===== config.mk =====
export PLATFORM = sky130hd
export DESIGN_NAME = arsb_status_bank
export DESIGN_NICKNAME = d
export VERILOG_FILES = /design/src/arsb_pkg.sv /design/src/arsb_code_format.sv /design/src/arsb_result_slot.sv /design/src/arsb_status_bank.sv
export VERILOG_INCLUDE_DIRS = /design/src
export SDC_FILE = /design/constraint.sdc
export NUM_CORES = 1
export LEC_CHECK = 0
export BUFFER_PORTS_ARGS = -buffer_cell sky130_fd_sc_hd__buf_2
export CORE_MARGIN = 2
export CORE_UTILIZATION = 35
export DETAILED_ROUTE_END_ITERATION = 6
export SLEW_MARGIN = 20
export SYNTH_ARGS = -nofsm -noshare
export SYNTH_HDL_FRONTEND = slang
export SYNTH_SLANG_ARGS = --single-unit

===== constraint.sdc =====
create_clock -name clk -period 4.1 [get_ports clk]
set_clock_uncertainty 0.1 [all_clocks]
set_input_delay 1.23 -clock clk [delete_from_list [all_inputs] [get_ports clk]]
set_output_delay 1.23 -clock clk [all_outputs]
set_load 0.03 [all_outputs]

===== src/arsb_status_regs.svh =====
// Offsets, field positions, reset values and timing counts of the result status bank.
// Included by its bare name from the package user files; holds definitions only.
`ifndef ARSB_STATUS_REGS_SVH
`define ARSB_STATUS_REGS_SVH

// Port and word geometry.
`define ARSB_ADDR_BITS 7
`define ARSB_WORD_BITS 16
`define ARSB_CODE_BITS 12
`define ARSB_SLOT_COUNT 11

// Status register offsets, each equal to the converter channel number; control offsets start at 40h.
`define ARSB_ADDR_TEMPERATURE 7'h00
`define ARSB_ADDR_CORE_SUPPLY 7'h01
`define ARSB_ADDR_AUX_SUPPLY 7'h02
`define ARSB_ADDR_DEDICATED 7'h03
`define ARSB_ADDR_POS_REF 7'h04
`define ARSB_ADDR_NEG_REF 7'h05
`define ARSB_ADDR_MEMORY_SUPPLY 7'h06
`define ARSB_ADDR_UNUSED 7'h07
`define ARSB_ADDR_SUPPLY_OFFSET_CAL 7'h08
`define ARSB_ADDR_CONV_OFFSET_CAL 7'h09
`define ARSB_ADDR_CONV_GAIN_CAL 7'h0a
`define ARSB_ADDR_LAST_SLOT 7'h0a
`define ARSB_ADDR_FIRST_CONTROL 7'h40
`define ARSB_ADDR_CONFIG0 7'h40

// Configuration word 0: position of the bipolar coding select bit.
`define ARSB_CONFIG0_BIPOLAR_BIT 10

// Reset values and fill values.
`define ARSB_RESULT_RESET 16'h0000
`define ARSB_CONFIG0_RESET 16'h0000
`define ARSB_UNMAPPED_DATA 16'h0000
`define ARSB_RESULT_PAD 4'h0
`define ARSB_SIGN_FLIP 12'h800

// Cycles from an accepted port request to its ready pulse.
`define ARSB_PORT_LATENCY 1

`endif

===== src/arsb_pkg.sv =====
// Types shared by the result status bank modules.
// Assumes arsb_status_regs.svh supplies the widths used here.
`include "arsb_status_regs.svh"

package arsb_pkg;

	// One request on the reconfiguration port, valid while enable is high.
	typedef struct packed {
		logic enable;
		logic write;
		logic [`ARSB_ADDR_BITS-1:0] port_register_address;
		logic [`ARSB_WORD_BITS-1:0] write_data;
	} arsb_port_request_type;

	// One finished conversion from the converter, done is a one-cycle pulse.
	typedef struct packed {
		logic done;
		logic [4:0] channel;
		logic [`ARSB_CODE_BITS-1:0] code;
	} arsb_conversion_type;

	// Output coding applied to a raw offset-binary code.
	typedef enum logic [1:0] {
		ARSB_CODE_UNIPOLAR = 2'b01,
		ARSB_CODE_BIPOLAR = 2'b10
	} arsb_coding_type;

endpackage : arsb_pkg


===== src/arsb_code_format.sv =====
// Turns a raw 12-bit converter code into a left-justified 16-bit result word.
// Assumes the converter delivers offset-binary codes on the same clock.
`timescale 1ns/10ps
`include "arsb_status_regs.svh"

module arsb_code_format (
	// Raw code and the coding to apply.
	input wire logic [`ARSB_CODE_BITS-1:0] raw_code,
	input wire arsb_pkg::arsb_coding_type coding,
	// Formatted word.
	output logic [`ARSB_WORD_BITS-1:0] result_word
);

	wire logic [`ARSB_CODE_BITS-1:0] flip_mask;
	wire logic [`ARSB_CODE_BITS-1:0] coded;

	// Two's complement is offset binary with the top bit inverted, so no adder is needed.
	assign flip_mask = (coding == arsb_pkg::ARSB_CODE_BIPOLAR) ? `ARSB_SIGN_FLIP : 12'h000;
	assign coded = raw_code ^ flip_mask;

	// The code sits in the top twelve bits; the low nibble is filled with zeros.
	assign result_word = {coded, `ARSB_RESULT_PAD};

endmodule : arsb_code_format


===== src/arsb_result_slot.sv =====
// One read-only result register that loads only on a conversion of its own channel.
// Assumes a synchronous active-high reset and single-cycle done pulses.
`timescale 1ns/10ps
`include "arsb_status_regs.svh"

module arsb_result_slot #(
	parameter logic [4:0] CHANNEL = 5'h00
) (
	// Clock and reset.
	input wire logic clk,
	input wire logic reset,
	// Finished conversion and its formatted word.
	input wire arsb_pkg::arsb_conversion_type conversion,
	input wire logic [`ARSB_WORD_BITS-1:0] formatted_word,
	// Stored result.
	output logic [`ARSB_WORD_BITS-1:0] value
);

	wire logic own_channel;

	assign own_channel = conversion.done && (conversion.channel == CHANNEL);

	// The value holds between conversions, so repeated reads see the same word.
	always_ff @(posedge clk) begin
		if (reset) begin
			value <= `ARSB_RESULT_RESET;
		end else if (own_channel) begin
			value <= formatted_word;
		end
	end

endmodule : arsb_result_slot


===== src/arsb_status_bank.sv =====
// Read-only result status bank of the dual converter and monitor unit.
// Assumes the converter and the port master share clk; nothing here crosses a clock domain.
//
// Operation
// - Die temperature result sits at 00h in the upper twelve bits.
// - Core, auxiliary and memory supply results sit at 01h, 02h, 06h.
// - Dedicated differential input result at 03h uses the configured coding.
// - Positive reference converted on the supply path, stored at 04h.
// - Negative reference always stored two's complement (bipolar) at 05h.
// - Negative reference uses supply scaling, one code step is 3V/4096.
// - Address 07h is unused; readers must not rely on its value.
// - First converter calibration words sit at 08h, 09h and 0Ah.
// - Every result is sixteen bits, code in the top twelve, low four empty.
// - Port writes never change the results; the master should only read them.
// - A channel's result goes to the address equal to its channel number.
// - Software writing configuration word 0 picks unipolar or bipolar coding.
`timescale 1ns/10ps
`include "arsb_status_regs.svh"

module arsb_status_bank (
	// Clock and reset.
	input wire logic clk,
	input wire logic reset,
	// Reconfiguration port request.
	input wire arsb_pkg::arsb_port_request_type port_request,
	// Finished conversions from the converter.
	input wire arsb_pkg::arsb_conversion_type conversion,
	// Reconfiguration port answer.
	output logic [`ARSB_WORD_BITS-1:0] port_read_data,
	output logic port_ready
);

	// Stored words, one per slot; slot 07h is never built.
	wire logic [`ARSB_SLOT_COUNT-1:0][`ARSB_WORD_BITS-1:0] slot_value;

	// Configuration word 0 as written by software.
	logic [`ARSB_WORD_BITS-1:0] config0;
	logic [`ARSB_WORD_BITS-1:0] next_read_data;

	// Decoded port request.
	wire logic read_strobe;
	wire logic write_strobe;
	wire logic addr_is_slot;
	wire logic addr_is_unused;
	wire logic addr_is_config0;
	wire logic [3:0] slot_index;
	wire logic config0_write;

	// Coding and formatting of the incoming conversion.
	wire logic bipolar_mode;
	wire arsb_pkg::arsb_coding_type channel_coding;
	wire logic [`ARSB_WORD_BITS-1:0] formatted_word;

	// Address decode: a request counts only while enable is high.
	assign read_strobe = port_request.enable && !port_request.write;
	assign write_strobe = port_request.enable && port_request.write;
	assign addr_is_slot = port_request.port_register_address <= `ARSB_ADDR_LAST_SLOT;
	assign addr_is_unused = port_request.port_register_address == `ARSB_ADDR_UNUSED;
	assign addr_is_config0 = port_request.port_register_address == `ARSB_ADDR_CONFIG0;
	assign slot_index = port_request.port_register_address[3:0];

	// Only configuration word 0 accepts writes; status addresses ignore them.
	assign config0_write = write_strobe && addr_is_config0;

	assign bipolar_mode = config0[`ARSB_CONFIG0_BIPOLAR_BIT];

	// Coding per channel: the dedicated input follows software, the negative
	// reference is always bipolar so offsets just below zero stay visible, and
	// every supply-path channel stays unipolar with 3V/4096 per step.
	assign channel_coding =
		(conversion.channel == 5'(`ARSB_ADDR_NEG_REF)) ? arsb_pkg::ARSB_CODE_BIPOLAR :
		((conversion.channel == 5'(`ARSB_ADDR_DEDICATED)) && bipolar_mode) ?
		arsb_pkg::ARSB_CODE_BIPOLAR :
		arsb_pkg::ARSB_CODE_UNIPOLAR;

	// One shared formatter serves all slots, since only one conversion ends per cycle.
	arsb_code_format u_format (
		.raw_code(conversion.code),
		.coding(channel_coding),
		.result_word(formatted_word)
	);

	// One register per channel except 07h, each loading only on its own channel number.
	for (genvar i = 0; i < `ARSB_SLOT_COUNT; i++) begin : g_slot
		if (i == 7) begin : g_unused
			// The unused slot holds no storage and reads as a fixed word.
			assign slot_value[i] = `ARSB_UNMAPPED_DATA;
		end else begin : g_result
			arsb_result_slot #(
				.CHANNEL(5'(i))
			) u_slot (
				.clk(clk),
				.reset(reset),
				.conversion(conversion),
				.formatted_word(formatted_word),
				.value(slot_value[i])
			);
		end
	end

	// Read selection; addresses outside the bank answer with a zero word.
	assign next_read_data =
		addr_is_config0 ? config0 :
		addr_is_unused ? `ARSB_UNMAPPED_DATA :
		addr_is_slot ? slot_value[slot_index] :
		`ARSB_UNMAPPED_DATA;

	// Software owns the coding select; it affects conversions that finish afterwards.
	always_ff @(posedge clk) begin
		if (reset) begin
			config0 <= `ARSB_CONFIG0_RESET;
		end else if (config0_write) begin
			config0 <= port_request.write_data;
		end
	end

	// Every accepted request, read or write, is answered one cycle later.
	always_ff @(posedge clk) begin
		if (reset) begin
			port_ready <= 1'b0;
			port_read_data <= `ARSB_UNMAPPED_DATA;
		end else begin
			port_ready <= port_request.enable;
			if (read_strobe) begin
				port_read_data <= next_read_data;
			end
		end
	end

	wire logic any_low_nibble;
	assign any_low_nibble = |{slot_value[0][3:0], slot_value[1][3:0], slot_value[2][3:0],
		slot_value[3][3:0], slot_value[4][3:0], slot_value[5][3:0], slot_value[6][3:0],
		slot_value[8][3:0], slot_value[9][3:0], slot_value[10][3:0]};
endmodule : arsb_status_bank


# ---- Word level (Yosys, flattened, before mapping)
# Index checks and enable logic that the tools add are counted.
dict set report totals {
  reg_bits 153
  in_bits 45
  out_inout_bits 17
}
dict set report classes {
  n_lt_le_gt_ge 2
  eq_ne 12
  n_mux 8
  n_bitwise 1
  reduce_logical 16
}
# cell n
set ops {}
lappend ops {{16-bit binary-select mux with 4-bit select} 1}
lappend ops {{16-bit two-way mux} 4}
lappend ops {{5-bit by 3-bit == test with 1-bit output, second input constant} 3}
lappend ops {{5-bit by 4-bit == test with 1-bit output, second input constant} 3}
lappend ops {{1-bit logical AND} 14}
lappend ops {{12-bit two-way mux} 1}
lappend ops {{12-bit XOR} 1}
lappend ops {{5-bit by 2-bit == test with 1-bit output, second input constant} 2}
lappend ops {{7-bit by 3-bit == test with 1-bit output, second input constant} 1}
lappend ops {{7-bit == test, second input constant} 1}
lappend ops {{7-bit by 4-bit <= comparator with 1-bit output, second input constant} 1}
lappend ops {{5-bit by 1-bit == test with 1-bit output, second input constant} 1}
lappend ops {{5-bit zero test} 1}
lappend ops {{4-bit by 5-bit less-than comparator with 1-bit output, second input constant} 1}
lappend ops {{2-bit two-way mux} 2}
lappend ops {{2-bit == test, second input constant} 1}
lappend ops {{1-bit zero test} 1}

# ---- Longest topological paths before layout
# Gate-level depths: netlist (run 1).
dict set report depth {
  depth_word 7
  ltp_mapped 7
}

# ---- Modules after synthesis
# Synthesis (run 1) repeated with hierarchy kept, for this count alone.
dict set report unflattened {
  hier_cells 1051
  hier_area_um2 10547.6
}
# module n_inst cells_per_inst area_per_inst_um2
set by_module_without_submodules {}
lappend by_module_without_submodules {{arsb_result_slot (g_slot[1].g_result.u_slot ...)} 4 70 755.7}
lappend by_module_without_submodules {{arsb_result_slot (g_slot[10].g_result.u_slot ...)} 4 71 747.0}
lappend by_module_without_submodules {arsb_status_bank 1 329 2896.5}
lappend by_module_without_submodules {{arsb_result_slot (g_slot[3].g_result.u_slot)} 1 70 752.0}
lappend by_module_without_submodules {{arsb_result_slot (g_slot[0].g_result.u_slot)} 1 70 742.0}
lappend by_module_without_submodules {arsb_code_format 1 18 146.4}

# ---- Least setup slack after synthesis (run 1)
# No wires, ideal clock.
dict set report synth_timing {
  path_type {input to register}
  from {input port port_request[16] (netlist name)}
  to {register config0[10]}
  setup_time_ns 0.128
  arrival_ns 2.648
  required_ns 3.872
  path_slack_ns 1.225
  path_stages 6
  cell_sequence {buf_2 or3b_1 nor3_4 buf_6 mux2i_1 nor2_1}
}
dict set report synth_between {
  elab_chain_len 2
}
# item line_no
set synth_rtl {}
lappend synth_rtl {{start, declared} arsb_status_bank.sv:25} ;# input wire arsb_pkg::arsb_port_request_type port_request,
lappend synth_rtl {{7-bit == test (no line)} n/a}
lappend synth_rtl {{1-bit logical AND} arsb_status_bank.sv:63} ;# assign config0_write = write_strobe && addr_is_config0;
lappend synth_rtl {{end signal, assigned} arsb_status_bank.sv:111} ;# config0 <= `ARSB_CONFIG0_RESET;
lappend synth_rtl {{end signal, assigned} arsb_status_bank.sv:113} ;# config0 <= port_request.write_data;
lappend synth_rtl {{end, declared} arsb_status_bank.sv:37} ;# logic [`ARSB_WORD_BITS-1:0] config0;
# Every way passes these cells.
# A chain may end at the register's enable or synchronous reset.

# ---- Worst setup path after layout (run 1)
dict set report layout_timing {
  from {input port port_request[16] (netlist name)}
  to {register port_read_data[14]}
}
dict set report layout_between {
  elab_chain_len 5
  elab_cells_between_ends 8
  classes_between {1 x order compare; 2 x eq/ne; 5 x mux}
}
# item line_no
set layout_rtl {}
lappend layout_rtl {{16-bit binary-select mux with 4-bit select} arsb_status_bank.sv:105} ;# addr_is_slot ? slot_value[slot_index] :
lappend layout_rtl {{16-bit two-way mux (implied by the code)} arsb_status_bank.sv:105}
lappend layout_rtl {{16-bit two-way mux (no line) (2 in a row)} n/a}
lappend layout_rtl {{16-bit two-way mux (no line) (*)} n/a}
lappend layout_rtl {{end signal, assigned} arsb_status_bank.sv:121} ;# port_read_data <= `ARSB_UNMAPPED_DATA;
lappend layout_rtl {{end signal, assigned} arsb_status_bank.sv:125} ;# port_read_data <= next_read_data;
lappend layout_rtl {{end, declared} arsb_status_bank.sv:29} ;# output logic [`ARSB_WORD_BITS-1:0] port_read_data,
# Mark *: on every way between the ends. The rest lies on a longest branch, timed or not. The select of a mux whose other input is x is not followed.

==> results.py, run 1 <==
metrics = {
    "sta": {
        "period_minus_slack_ns": 2.80,
        "timing.fmax_ghz": 0.357,
        "slew_headroom": 0.373,
        "rsz0062_at_grt": "false",
        "hold_violations": 0,
        "max_slew.worst_pin.slew_ns": 0.941,
        "fin_crit_sh": 0.683,
        "finalSetupViolations": 0,
        "finalMaxSlewViolations": 0,
        "setup_tns_ns": 0,
        "finalWorstSetupSlack_ns": 1.30,
    },
    "detailed_routing": {
        "vias": 5629,
        "maxUsedRoutingLayer": "met4",
        "drtPass1Iterations": 5,
        "via_per_inst": 5.21,
        "drc": 0,
        "met1_length_um": 9150,
        "wl_per_cell_um": 17.8,
        "met2_length_um": 8600,
        "wirelength_um": 19200,
        "ant_nets": 0,
        "initialDrtViolationCount": 373,
        "wl_met3_um": 1080,
    },
    "critical_path": {
        "worst_setup_path_start_kind": "input port",
        "crit_required_ns": 4.26,
        "worst_setup_path_end_kind": "flip-flop",
        "cp_num_cells": 6,
        "cp_num_buf_inv": 2,
        "worstPathMaxFanout": 20,
        "cpMaxStageDelayCell": "buf_2",
        "max_stage_delay_ns": 0.44,
        "cp.arrival_ns": 2.96,
        "cpLargestDelayFamily": "buffers and inverters",
        "r2r.worst_path.cells": 4,
        "worstSetupPathType": "in2reg",
        "crit_chain": "buf_2, buf_4, mux2_2, a221o_1, a221oi_1, nor4_1",
    },
    "floorplanning": {
        "num_rows": 50,
        "die_area_mm2": 0.0204,
        "ios": 62,
        "die_x_um": 143,
        "start_util": 0.359,
        "coreArea_mm2": 0.0188,
        "die_h_um": 143,
    },
    "synthesis": {
        "yosysTopAreaCellShare": 0.453,
        "netlist_instances": 778,
        "synth_area_leaders": "dfxtp_1 (45%), mux2i_1 (14%), nand2_1 (8.7%)",
        "synth-seq-area-share": 0.453,
        "synth_nets": 823,
        "synth_top_area_cell": "dfxtp_1",
        "ys.flop_type": "dfxtp_1",
        "yosysWarnings": 0,
        "synth_cell_types": 49,
        "synth_area_mm2": 0.00676,
        "avgSynthCellArea_um2": 8.69,
        "synth_edf_count": 0,
        "async_flop_share": 0,
        "yosys_register_bits": 153,
    },
    "finish": {
        "insertedDiodeCount": 0,
        "multi_input_area_mm2": 0.00334,
        "fin_nets": 853,
        "drive_gt1_frac": 0.166,
        "final_util": 0.418,
        "num-fill-cells": 1895,
        "final_common_cell": "nand2_1",
        "regArea_mm2": 0.00306,
        "layout_common_cells": "nand2_1 (157), dfxtp_1 (153), a21oi_1 (94), mux2i_1 (92), nor2_1 (72)",
        "syn_to_final_growth_pct": 16.6,
    },
    "place": {
        "detailed_place_hpwl_um": 12500,
        "place_ws_ns": 0.870,
        "io_buffers": 61,
        "place_congestion": 0.791,
    },
    "clock_network": {
        "cts_buffers": 17,
        "cts_setup_buffers": 0,
        "clockBufferDepth": 2,
        "cts_root_buf": "clkbuf_16",
        "cts_hold_buf": 0,
        "post_cts_resized": 0,
        "clk_latency_ns": 0.42,
        "cts_tree": "done",
        "htree_levels": 4,
        "clock-sinks": 153,
        "clk_pin_slew_ns": 0.06,
    },
    "global_routing": {
        "grt_pass1_vias": 5361,
        "grt_util_all_layers": 0.193,
        "grt_start_max_net_pins": 88,
        "antenna_found_initial": 0,
        "grt.overflow.total": 0,
        "grt_pass1_wl_um": 30200,
    },
    "min_path": {
        "hold_path.class": "reg2reg",
        "whs_path_depth": 2,
    },
    "run_status": {
        "status": "finished clean",
    },
    "job": {
        "drv_cap": 0,
    },
    "power_and_ir_drop": {
        "total_leakage_power_uw": 0.00308,
        "power.ir.vdd_worst_v": 0.000272,
        "power.density_mw_per_mm2": 433,
    },
}
==> worst paths after layout <==
kind                          start                                  end  slack, ns
setup / recovery   port_request[16]                   port_read_data[14]       1.30
hold / removal    port_read_data[2]                    port_read_data[2]       0.35
setup reg to reg        config0[10]  g_slot[9].g_result.u_slot.value[15]       2.27
hold reg to reg   port_read_data[2]                    port_read_data[2]       0.35
==> per-layer routing <==
metal  track usage  vias to the layer above
met5             0                        -
met4        0.0631                        0
met3        0.0409                       23
met2         0.294                      154
met1         0.273                     2691
li1              -                     2761
==> worst register-to-register path, delay by kind of cell, from the launching register on <==
kind / cells / cell delay [ns]
flip-flops: 1 / 0.47
AO/OA/AOI/OAI: 2 / 0.53
AND/OR/NAND/NOR: 1 / 0.14
XOR/XNOR: 1 / 0.44
==> area by class of cell <==
| cell class | count | share of cell area |
|---|---|---|
| Timing Repair Buffer | 82 | 0.0607 |
| Clock inverter | 12 | 0.0221 |
| Multi-Input combinational cell | 539 | 0.423 |
| Sequential cell | 153 | 0.389 |
| Inverter | 15 | 0.00715 |
| Clock buffer | 20 | 0.0567 |
| Tap cell | 260 | 0.0413 |
==> synthesized netlist by cell type (2+ instances only) <==
master,count
nand2_1,157
dfxtp_1,153
a21oi_1,94
mux2i_1,92
nor2_1,72
clkbuf_1,48
a211oi_1,18
buf_2,16
inv_1,14
mux2_2,12
o221ai_1,12
a221o_1,11
a221oi_1,11
o21bai_1,10
nor2b_1,5
buf_4,4
nand2b_1,4
nand3_1,4
a311oi_1,3
nor4bb_1,3
buf_1,2
mux4_2,2
nand3b_1,2
nor2_2,2
nor3_2,2
nor4_1,2
==> flip-flops by register name, indices dropped and copies added (netlist names) <==
name and count:
port_read_data 16, g_slot.g_result.u_slot.value 120, port_ready 1, config0 16
==> cells by family (layout without fill, tap and decap cells) <==
kind of cell | count (synthesis) | count (layout) | share of synthesized area
flops | 153 | 153 | 0.453
buf+inv | 86 | 129 | 0.0541
xor+xnor | 1 | 1 | 0.00130
mux | 106 | 106 | 0.163
compound gates | 168 | 168 | 0.162
simple gates | 264 | 264 | 0.166
==> through the flow <==
stage / instances / hold slack (ns) / total power [µW] / area [µm²]
2_1_floorplan: 778 / 0.333 / 1700 / 6760
3_3_place_gp: 1049 / 0.339 / 1790 / 7260
3_5_place_dp: 1049 / 0.344 / 1790 / 7260
4_1_cts: 1081 / 0.353 / 3430 / 7880
5_1_grt: 1081 / 0.367 / 3510 / 7880
6_report: 1081 / 0.347 / 3410 / 7880
==> power breakdown <==
group | switching, µW | total [µW] | leakage (µW) | internal [µW]
Sequential | 8.25 | 1510 | 0.00123 | 1500
Clock | 623 | 1660 | 0.000292 | 1030
Combinational | 166 | 245 | 0.00155 | 79.6
Total | 797 | 3410 | 0.00308 | 2610
No activity file was read; power rests on OpenSTA's default activity.
==> inputs of run 2 (changes only) <==
Clock period 4.1 ns to 2.78 ns, I/O delays scaled along.
==> run 2 against run 1 <==
  * Register-to-register slack got worse by 1.4 ns
  * Cell area increased by 2.2%
  * First-iteration DRC count decreased by 5.1%
  * Sequential share of layout area decreased by 0.83 points
  * Clock-buffer cell count increased by 3
  * Sequential power increased by 48%
  * Cell count increased by 1.1%
  * Critical path type unchanged
  * Hold slack improved by 0.0017 ns
  * Die area unchanged
  * Largest cell class unchanged
  * Largest power group unchanged
  * Via count increased by 2.4%
  * Clock power increased by 45%
==> results.py, run 2 (synthesis gave the netlist of run 1 again) <==
metrics = {
    "run_status": {
        "status": "finished clean",
    },
    "min_path": {
        "hold_path.class": "reg2reg",
        "min_from": "port_read_data[2]",
    },
    "critical_path": {
        "worstSetupPathType": "in2reg",
        "reg2reg_from": "config0[10]",
        "worst_setup_path_end_kind": "flip-flop",
        "crit_end": "port_read_data[7]",
        "rrSetupSlack_ns": 0.88,
        "worst_setup_path_start_kind": "input port",
        "cpMaxStageDelayCell": "a221oi_1",
        "worstPathMaxFanout": 15,
        "cp.arrival_ns": 2.41,
        "crit_start": "port_request[16]",
        "r2r.worst_path.cells": 4,
        "cp_num_buf_inv": 2,
        "crit_chain": "buf_2, buf_4, mux2i_1, a221oi_1, nand2_1, a211oi_1",
        "max_stage_delay_ns": 0.51,
        "cpLargestDelayFamily": "compound AO/OA/AOI/OAI gates",
        "rr_endpoint": "g_slot[1].g_result.u_slot.value[15]",
        "crit_required_ns": 3.01,
        "cp_num_cells": 6,
    },
    "finish": {
        "final_common_cell": "nand2_1",
        "largest_reg_flops": 120,
        "drive_gt1_frac": 0.179,
        "final_util": 0.428,
        "largest_registers": "g_slot.g_result.u_slot.value: 120 flops, config0: 16 flops, port_read_data: 16 flops",
        "fin_cells": 1093,
        "max_flop_register": "g_slot.g_result.u_slot.value",
        "fin_nets": 867,
        "syn_to_final_growth_pct": 19.1,
        "layout_common_cells": "nand2_1 (157), dfxtp_1 (153), a21oi_1 (94), mux2i_1 (92), nor2_1 (72)",
        "insertedDiodeCount": 0,
        "num-fill-cells": 1875,
    },
    "power_and_ir_drop": {
        "power.ir.vdd_worst_v": 0.000357,
        "total_leakage_power_uw": 0.00317,
        "power.density_mw_per_mm2": 622,
    },
    "sta": {
        "slew_headroom": 0.380,
        "setup_tns_ns": 0,
        "whs_ns": 0.349,
        "max_slew.worst_pin.slew_ns": 0.924,
        "timing.fmax_ghz": 0.460,
        "finalWorstSetupSlack_ns": 0.605,
        "hold_violations": 0,
        "finalMaxSlewViolations": 0,
        "finalSetupViolations": 0,
        "period_minus_slack_ns": 2.18,
        "fin_crit_sh": 0.782,
        "rsz0062_at_grt": "false",
    },
    "clock_network": {
        "clock-sinks": 153,
        "cts_setup_buffers": 0,
        "cts_tree": "done",
        "post_cts_resized": 0,
        "clk_pin_slew_ns": 0.06,
        "clockBufferDepth": 2,
        "clk_latency_ns": 0.42,
        "htree_levels": 4,
        "cts_buffers": 17,
        "cts_hold_buf": 0,
        "cts_root_buf": "clkbuf_16",
    },
    "global_routing": {
        "grt_util_all_layers": 0.199,
        "grt.overflow.total": 0,
        "antenna_found_initial": 1,
        "grt_start_max_net_pins": 90,
        "grt_pass1_wl_um": 30800,
        "grt_pass1_vias": 5385,
    },
    "floorplanning": {
        "start_util": 0.359,
        "coreArea_mm2": 0.0188,
        "die_h_um": 143,
        "die_x_um": 143,
        "num_rows": 50,
        "ios": 62,
        "die_area_mm2": 0.0204,
    },
    "place": {
        "detailed_place_hpwl_um": 13100,
        "dp_cells": 1063,
        "io_buffers": 61,
        "place_ws_ns": 0.189,
        "place_congestion": 0.825,
    },
    "detailed_routing": {
        "via_per_inst": 5.27,
        "wl_per_cell_um": 18.0,
        "initialDrtViolationCount": 354,
        "drc": 0,
        "ant_nets": 0,
        "vias": 5765,
        "drtPass1Iterations": 5,
        "wirelength_um": 19700,
    },
    "job": {
        "drv_cap": 0,
    },
}
[run 2: cell type report]
class | instances | area (µm²) | area share
Sequential cell | 153 | 3060 | 0.380
Inverter | 15 | 56.3 | 0.00699
Timing Repair Buffer | 96 | 658 | 0.0817
Clock buffer | 23 | 498 | 0.0618
Clock inverter | 7 | 115 | 0.0143
Tap cell | 260 | 325 | 0.0404
Multi-Input combinational cell | 539 | 3340 | 0.414
[run 2: power breakdown]
part	switching, µW	internal [µW]	leakage, µW
clock network	889	1520	0.000297
registers	14.7	2220	0.00123
logic	241	129	0.00164
[run 2: how the worst min path moves through the flow]
stage	cells past startpoint	slack (ns)	to
detailed placement	2	0.34	port_read_data[2]
finish	2	0.35	port_read_data[2]
CTS	2	0.35	port_read_data[2]
global placement	2	0.34	port_read_data[0]
global route	2	0.37	port_read_data[2]
floorplan	2	0.33	g_slot[2].g_result.u_slot.value[14]
[run 2: metal layers]
layer / track usage / vias up / wire length (µm)
li1: - / 2793 / -
met1: 0.287 / 2787 / 9570
met2: 0.290 / 163 / 8720
met3: 0.0456 / 22 / 990
met4: 0.0693 / 0 / 410
met5: 0 / - / 0
[run 2: metrics by stage]
step	instance area (µm²)	power, µW
6_report	8050	5010
5_1_grt	8050	5190
4_1_cts	8050	5040
3_5_place_dp	7440	2650
3_3_place_gp	7440	2640
2_1_floorplan	6760	2500
[run 2: tightest hold or removal path, delay by kind of cell, from the launching register on]
kind,cells,cell delay [ns]
AND/OR/NAND/NOR,1,0.05
AO/OA/AOI/OAI,1,0.05
flip-flops,1,0.30
==> inputs of run 3 (changes only) <==
Settings changed: ABC_AREA set to 1.
Clock period 2.78 ns to 2.2 ns, I/O delays scaled along.
==> run 3 against run 2 <==
  * Clock power grew 25%
  * Largest power group unchanged
  * Sequential share of layout area shrank 0.85 points
  * Cell area increased by 2.3%
  * Non-clock buffer count is 3 higher
  * Core utilization fell by 0.58 points
  * Via count up 12%
==> results.py, run 3 <==
metrics = {
    "floorplanning": {
        "coreArea_mm2": 0.0195,
        "start_util": 0.357,
        "die_area_mm2": 0.0211,
        "num_rows": 51,
        "die_x_um": 145,
        "die_h_um": 145,
        "ios": 62,
    },
    "finish": {
        "largest_reg_flops": 120,
        "regArea_mm2": 0.00306,
        "largest_registers": "g_slot.g_result.u_slot.value: 120 flops, config0: 16 flops, port_read_data: 16 flops",
        "drive_gt1_frac": 0.135,
        "insertedDiodeCount": 0,
        "multi_input_area_mm2": 0.00309,
        "final_common_cell": "nand2_1",
        "num-fill-cells": 2070,
        "max_flop_register": "g_slot.g_result.u_slot.value",
        "fin_nets": 1120,
        "layout_common_cells": "nand2_1 (188), dfxtp_1 (153), o21ai_0 (152), nor2_1 (138), inv_1 (116)",
        "fin_cells": 1353,
        "syn_to_final_growth_pct": 18.1,
    },
    "synthesis": {
        "synth_area_leaders": "dfxtp_1 (44%), o21ai_0 (11%), nand2_1 (10%)",
        "ys.flop_type": "dfxtp_1",
        "synth_top_area_cell": "dfxtp_1",
        "synth-seq-area-share": 0.439,
        "synth_most_common_cell": "nand2_1",
        "synth_edf_count": 0,
        "yosysWarnings": 0,
        "synth_cell_types": 26,
        "netlist_instances": 1032,
        "yosysTopAreaCellShare": 0.439,
        "async_flop_share": 0,
        "avgSynthCellArea_um2": 6.75,
        "yosys-top-cells-count": "nand2_1 (188), dfxtp_1 (153), o21ai_0 (152)",
        "yosys_register_bits": 153,
        "synth_nets": 1077,
        "synth_area_mm2": 0.00697,
    },
    "critical_path": {
        "cp_num_cells": 8,
        "cp_num_buf_inv": 3,
        "crit_required_ns": 2.40,
        "rr_endpoint": "g_slot[3].g_result.u_slot.value[15]",
        "max_stage_delay_ns": 0.29,
        "cp_common_cell": "nor2_1",
        "reg2reg_from": "config0[10]",
        "r2r.worst_path.cells": 6,
        "worst_setup_path_end_kind": "flip-flop",
        "cpLargestDelayFamily": "simple AND/OR/NAND/NOR gates",
        "worst_setup_path_start_kind": "input port",
        "worstPathMaxFanout": 22,
        "cp.arrival_ns": 2.02,
        "worstSetupPathType": "in2reg",
        "cpMaxStageDelayCell": "inv_1",
        "crit_chain": "buf_2, inv_2, nor2_1, nand2_1, nor2_1, inv_1, o21ai_0, a21oi_1",
        "rrSetupSlack_ns": 0.87,
    },
    "clock_network": {
        "cts_hold_buf": 0,
        "cts_root_buf": "clkbuf_16",
        "htree_levels": 4,
        "cts_buffers": 17,
        "cts_setup_buffers": 0,
        "clock-sinks": 153,
        "post_cts_resized": 0,
        "cts_tree": "done",
        "clk_pin_slew_ns": 0.06,
        "clk_latency_ns": 0.43,
        "clockBufferDepth": 2,
    },
    "run_status": {
        "status": "finished clean",
    },
    "sta": {
        "setup_tns_ns": 0,
        "rsz0062_at_grt": "false",
        "fin_crit_sh": 0.827,
        "slew_headroom": 0.619,
        "period_minus_slack_ns": 1.82,
        "hold_violations": 0,
        "timing.fmax_ghz": 0.549,
        "max_slew.worst_pin.slew_ns": 0.571,
        "finalMaxSlewViolations": 0,
        "finalSetupViolations": 0,
    },
    "global_routing": {
        "busiest_layer": "met2",
        "met1_usage": 0.274,
        "grt_util_all_layers": 0.192,
        "use_met3": 0.0343,
        "grtUsageMet2": 0.291,
        "grt_pass1_wl_um": 31800,
        "grt.overflow.total": 0,
        "antenna_found_initial": 0,
        "grt_pass1_vias": 5747,
        "grt_start_max_net_pins": 72,
    },
    "place": {
        "place_congestion": 0.871,
        "detailed_place_hpwl_um": 13600,
        "io_buffers": 61,
        "dp_cells": 1321,
    },
    "detailed_routing": {
        "vias": 6448,
        "wirelength_um": 20200,
        "wl_per_cell_um": 14.9,
        "via_per_inst": 4.77,
        "drc": 0,
        "drtPass1Iterations": 5,
        "initialDrtViolationCount": 576,
        "ant_nets": 0,
    },
    "min_path": {
        "hold_end": "g_slot[8].g_result.u_slot.value[10]",
        "min_from": "g_slot[8].g_result.u_slot.value[10]",
        "whs_path_depth": 2,
        "hold_path.class": "reg2reg",
    },
    "job": {
        "drv_cap": 0,
    },
    "power_and_ir_drop": {
        "power.ir.vdd_worst_v": 0.000525,
        "power.density_mw_per_mm2": 780,
        "total_leakage_power_uw": 0.00359,
    },
}
run 3: cell count changes in the layout (fill, tap and decap cells not counted), sizes merged, moves of 11 or more:
cell,previous run,this run
o21ai,0,173
inv,15,124
mux2i,92,0
nor2,74,142
nand3,4,67
nand2,157,191
a211oi,18,0
mux2,12,0
o221ai,12,0
a221o,11,0
a221oi,11,0
run 3: cells by family after synthesis:
logic type / Yosys count / share of synthesized area
compound gates: 279 / 0.203
simple gates: 401 / 0.240
buf+inv: 199 / 0.118
flops: 153 / 0.439
run 3: routing by layer:
metal | routed length [µm] | vias up
met5 | 0 | -
met4 | 335 | 0
met3 | 1130 | 20
met2 | 8940 | 167
met1 | 9760 | 2904
li1 | - | 3357
run 3: worst reg2reg max path, stage by stage (launching register included):
cell and delay, ns:
dfxtp_1 0.43, nand3_1 0.13, nand3_1 0.10, nand2_1 0.09
buf_12 0.16, o21ai_0 0.15, inv_1 0.05
run 3: cell type report:
class	count	area share
multi-input combinational	680	0.375
sequential	153	0.372
timing repair buffer	99	0.0823
inverter	124	0.0570
clock buffer	21	0.0559
tap	265	0.0403
clock inverter	11	0.0176
run 3: how the worst max path moves through the flow:
| stage | from | endpoint |
|---|---|---|
| 6_report | conversion[17] | g_slot[10].g_result.u_slot.value[12] |
| 5_1_grt | conversion[17] | g_slot[10].g_result.u_slot.value[7] |
| 4_1_cts | port_read_data[10] | port_read_data[10] |
| 3_5_place_dp | conversion[17] | g_slot[10].g_result.u_slot.value[14] |
| 3_3_place_gp | conversion[17] | g_slot[10].g_result.u_slot.value[14] |
| 2_1_floorplan | port_request[17] | config0[10] |
run 3: power by group:
part,internal [µW],total (µW),switching [µW]
clock network,1840,3020,1180
registers,2820,2830,18.4
logic,176,562,386
total,4830,6420,1590
run 3: per-stage QoR:
stage / total power (µW) / hold slack (ns) / utilization / worst slack [ns] / cell area [µm²]
floorplan: 3230 / 0.324 / - / 0.443 / 6970
global placement: 3450 / 0.332 / 0.391 / 0.0345 / 7630
detailed placement: 3450 / 0.336 / 0.391 / 0.00578 / 7630
CTS: 6460 / 0.346 / 0.422 / 0.437 / 8240
global route: 6640 / 0.362 / 0.422 / 0.226 / 8240
finish: 6420 / 0.348 / 0.422 / 0.380 / 8240
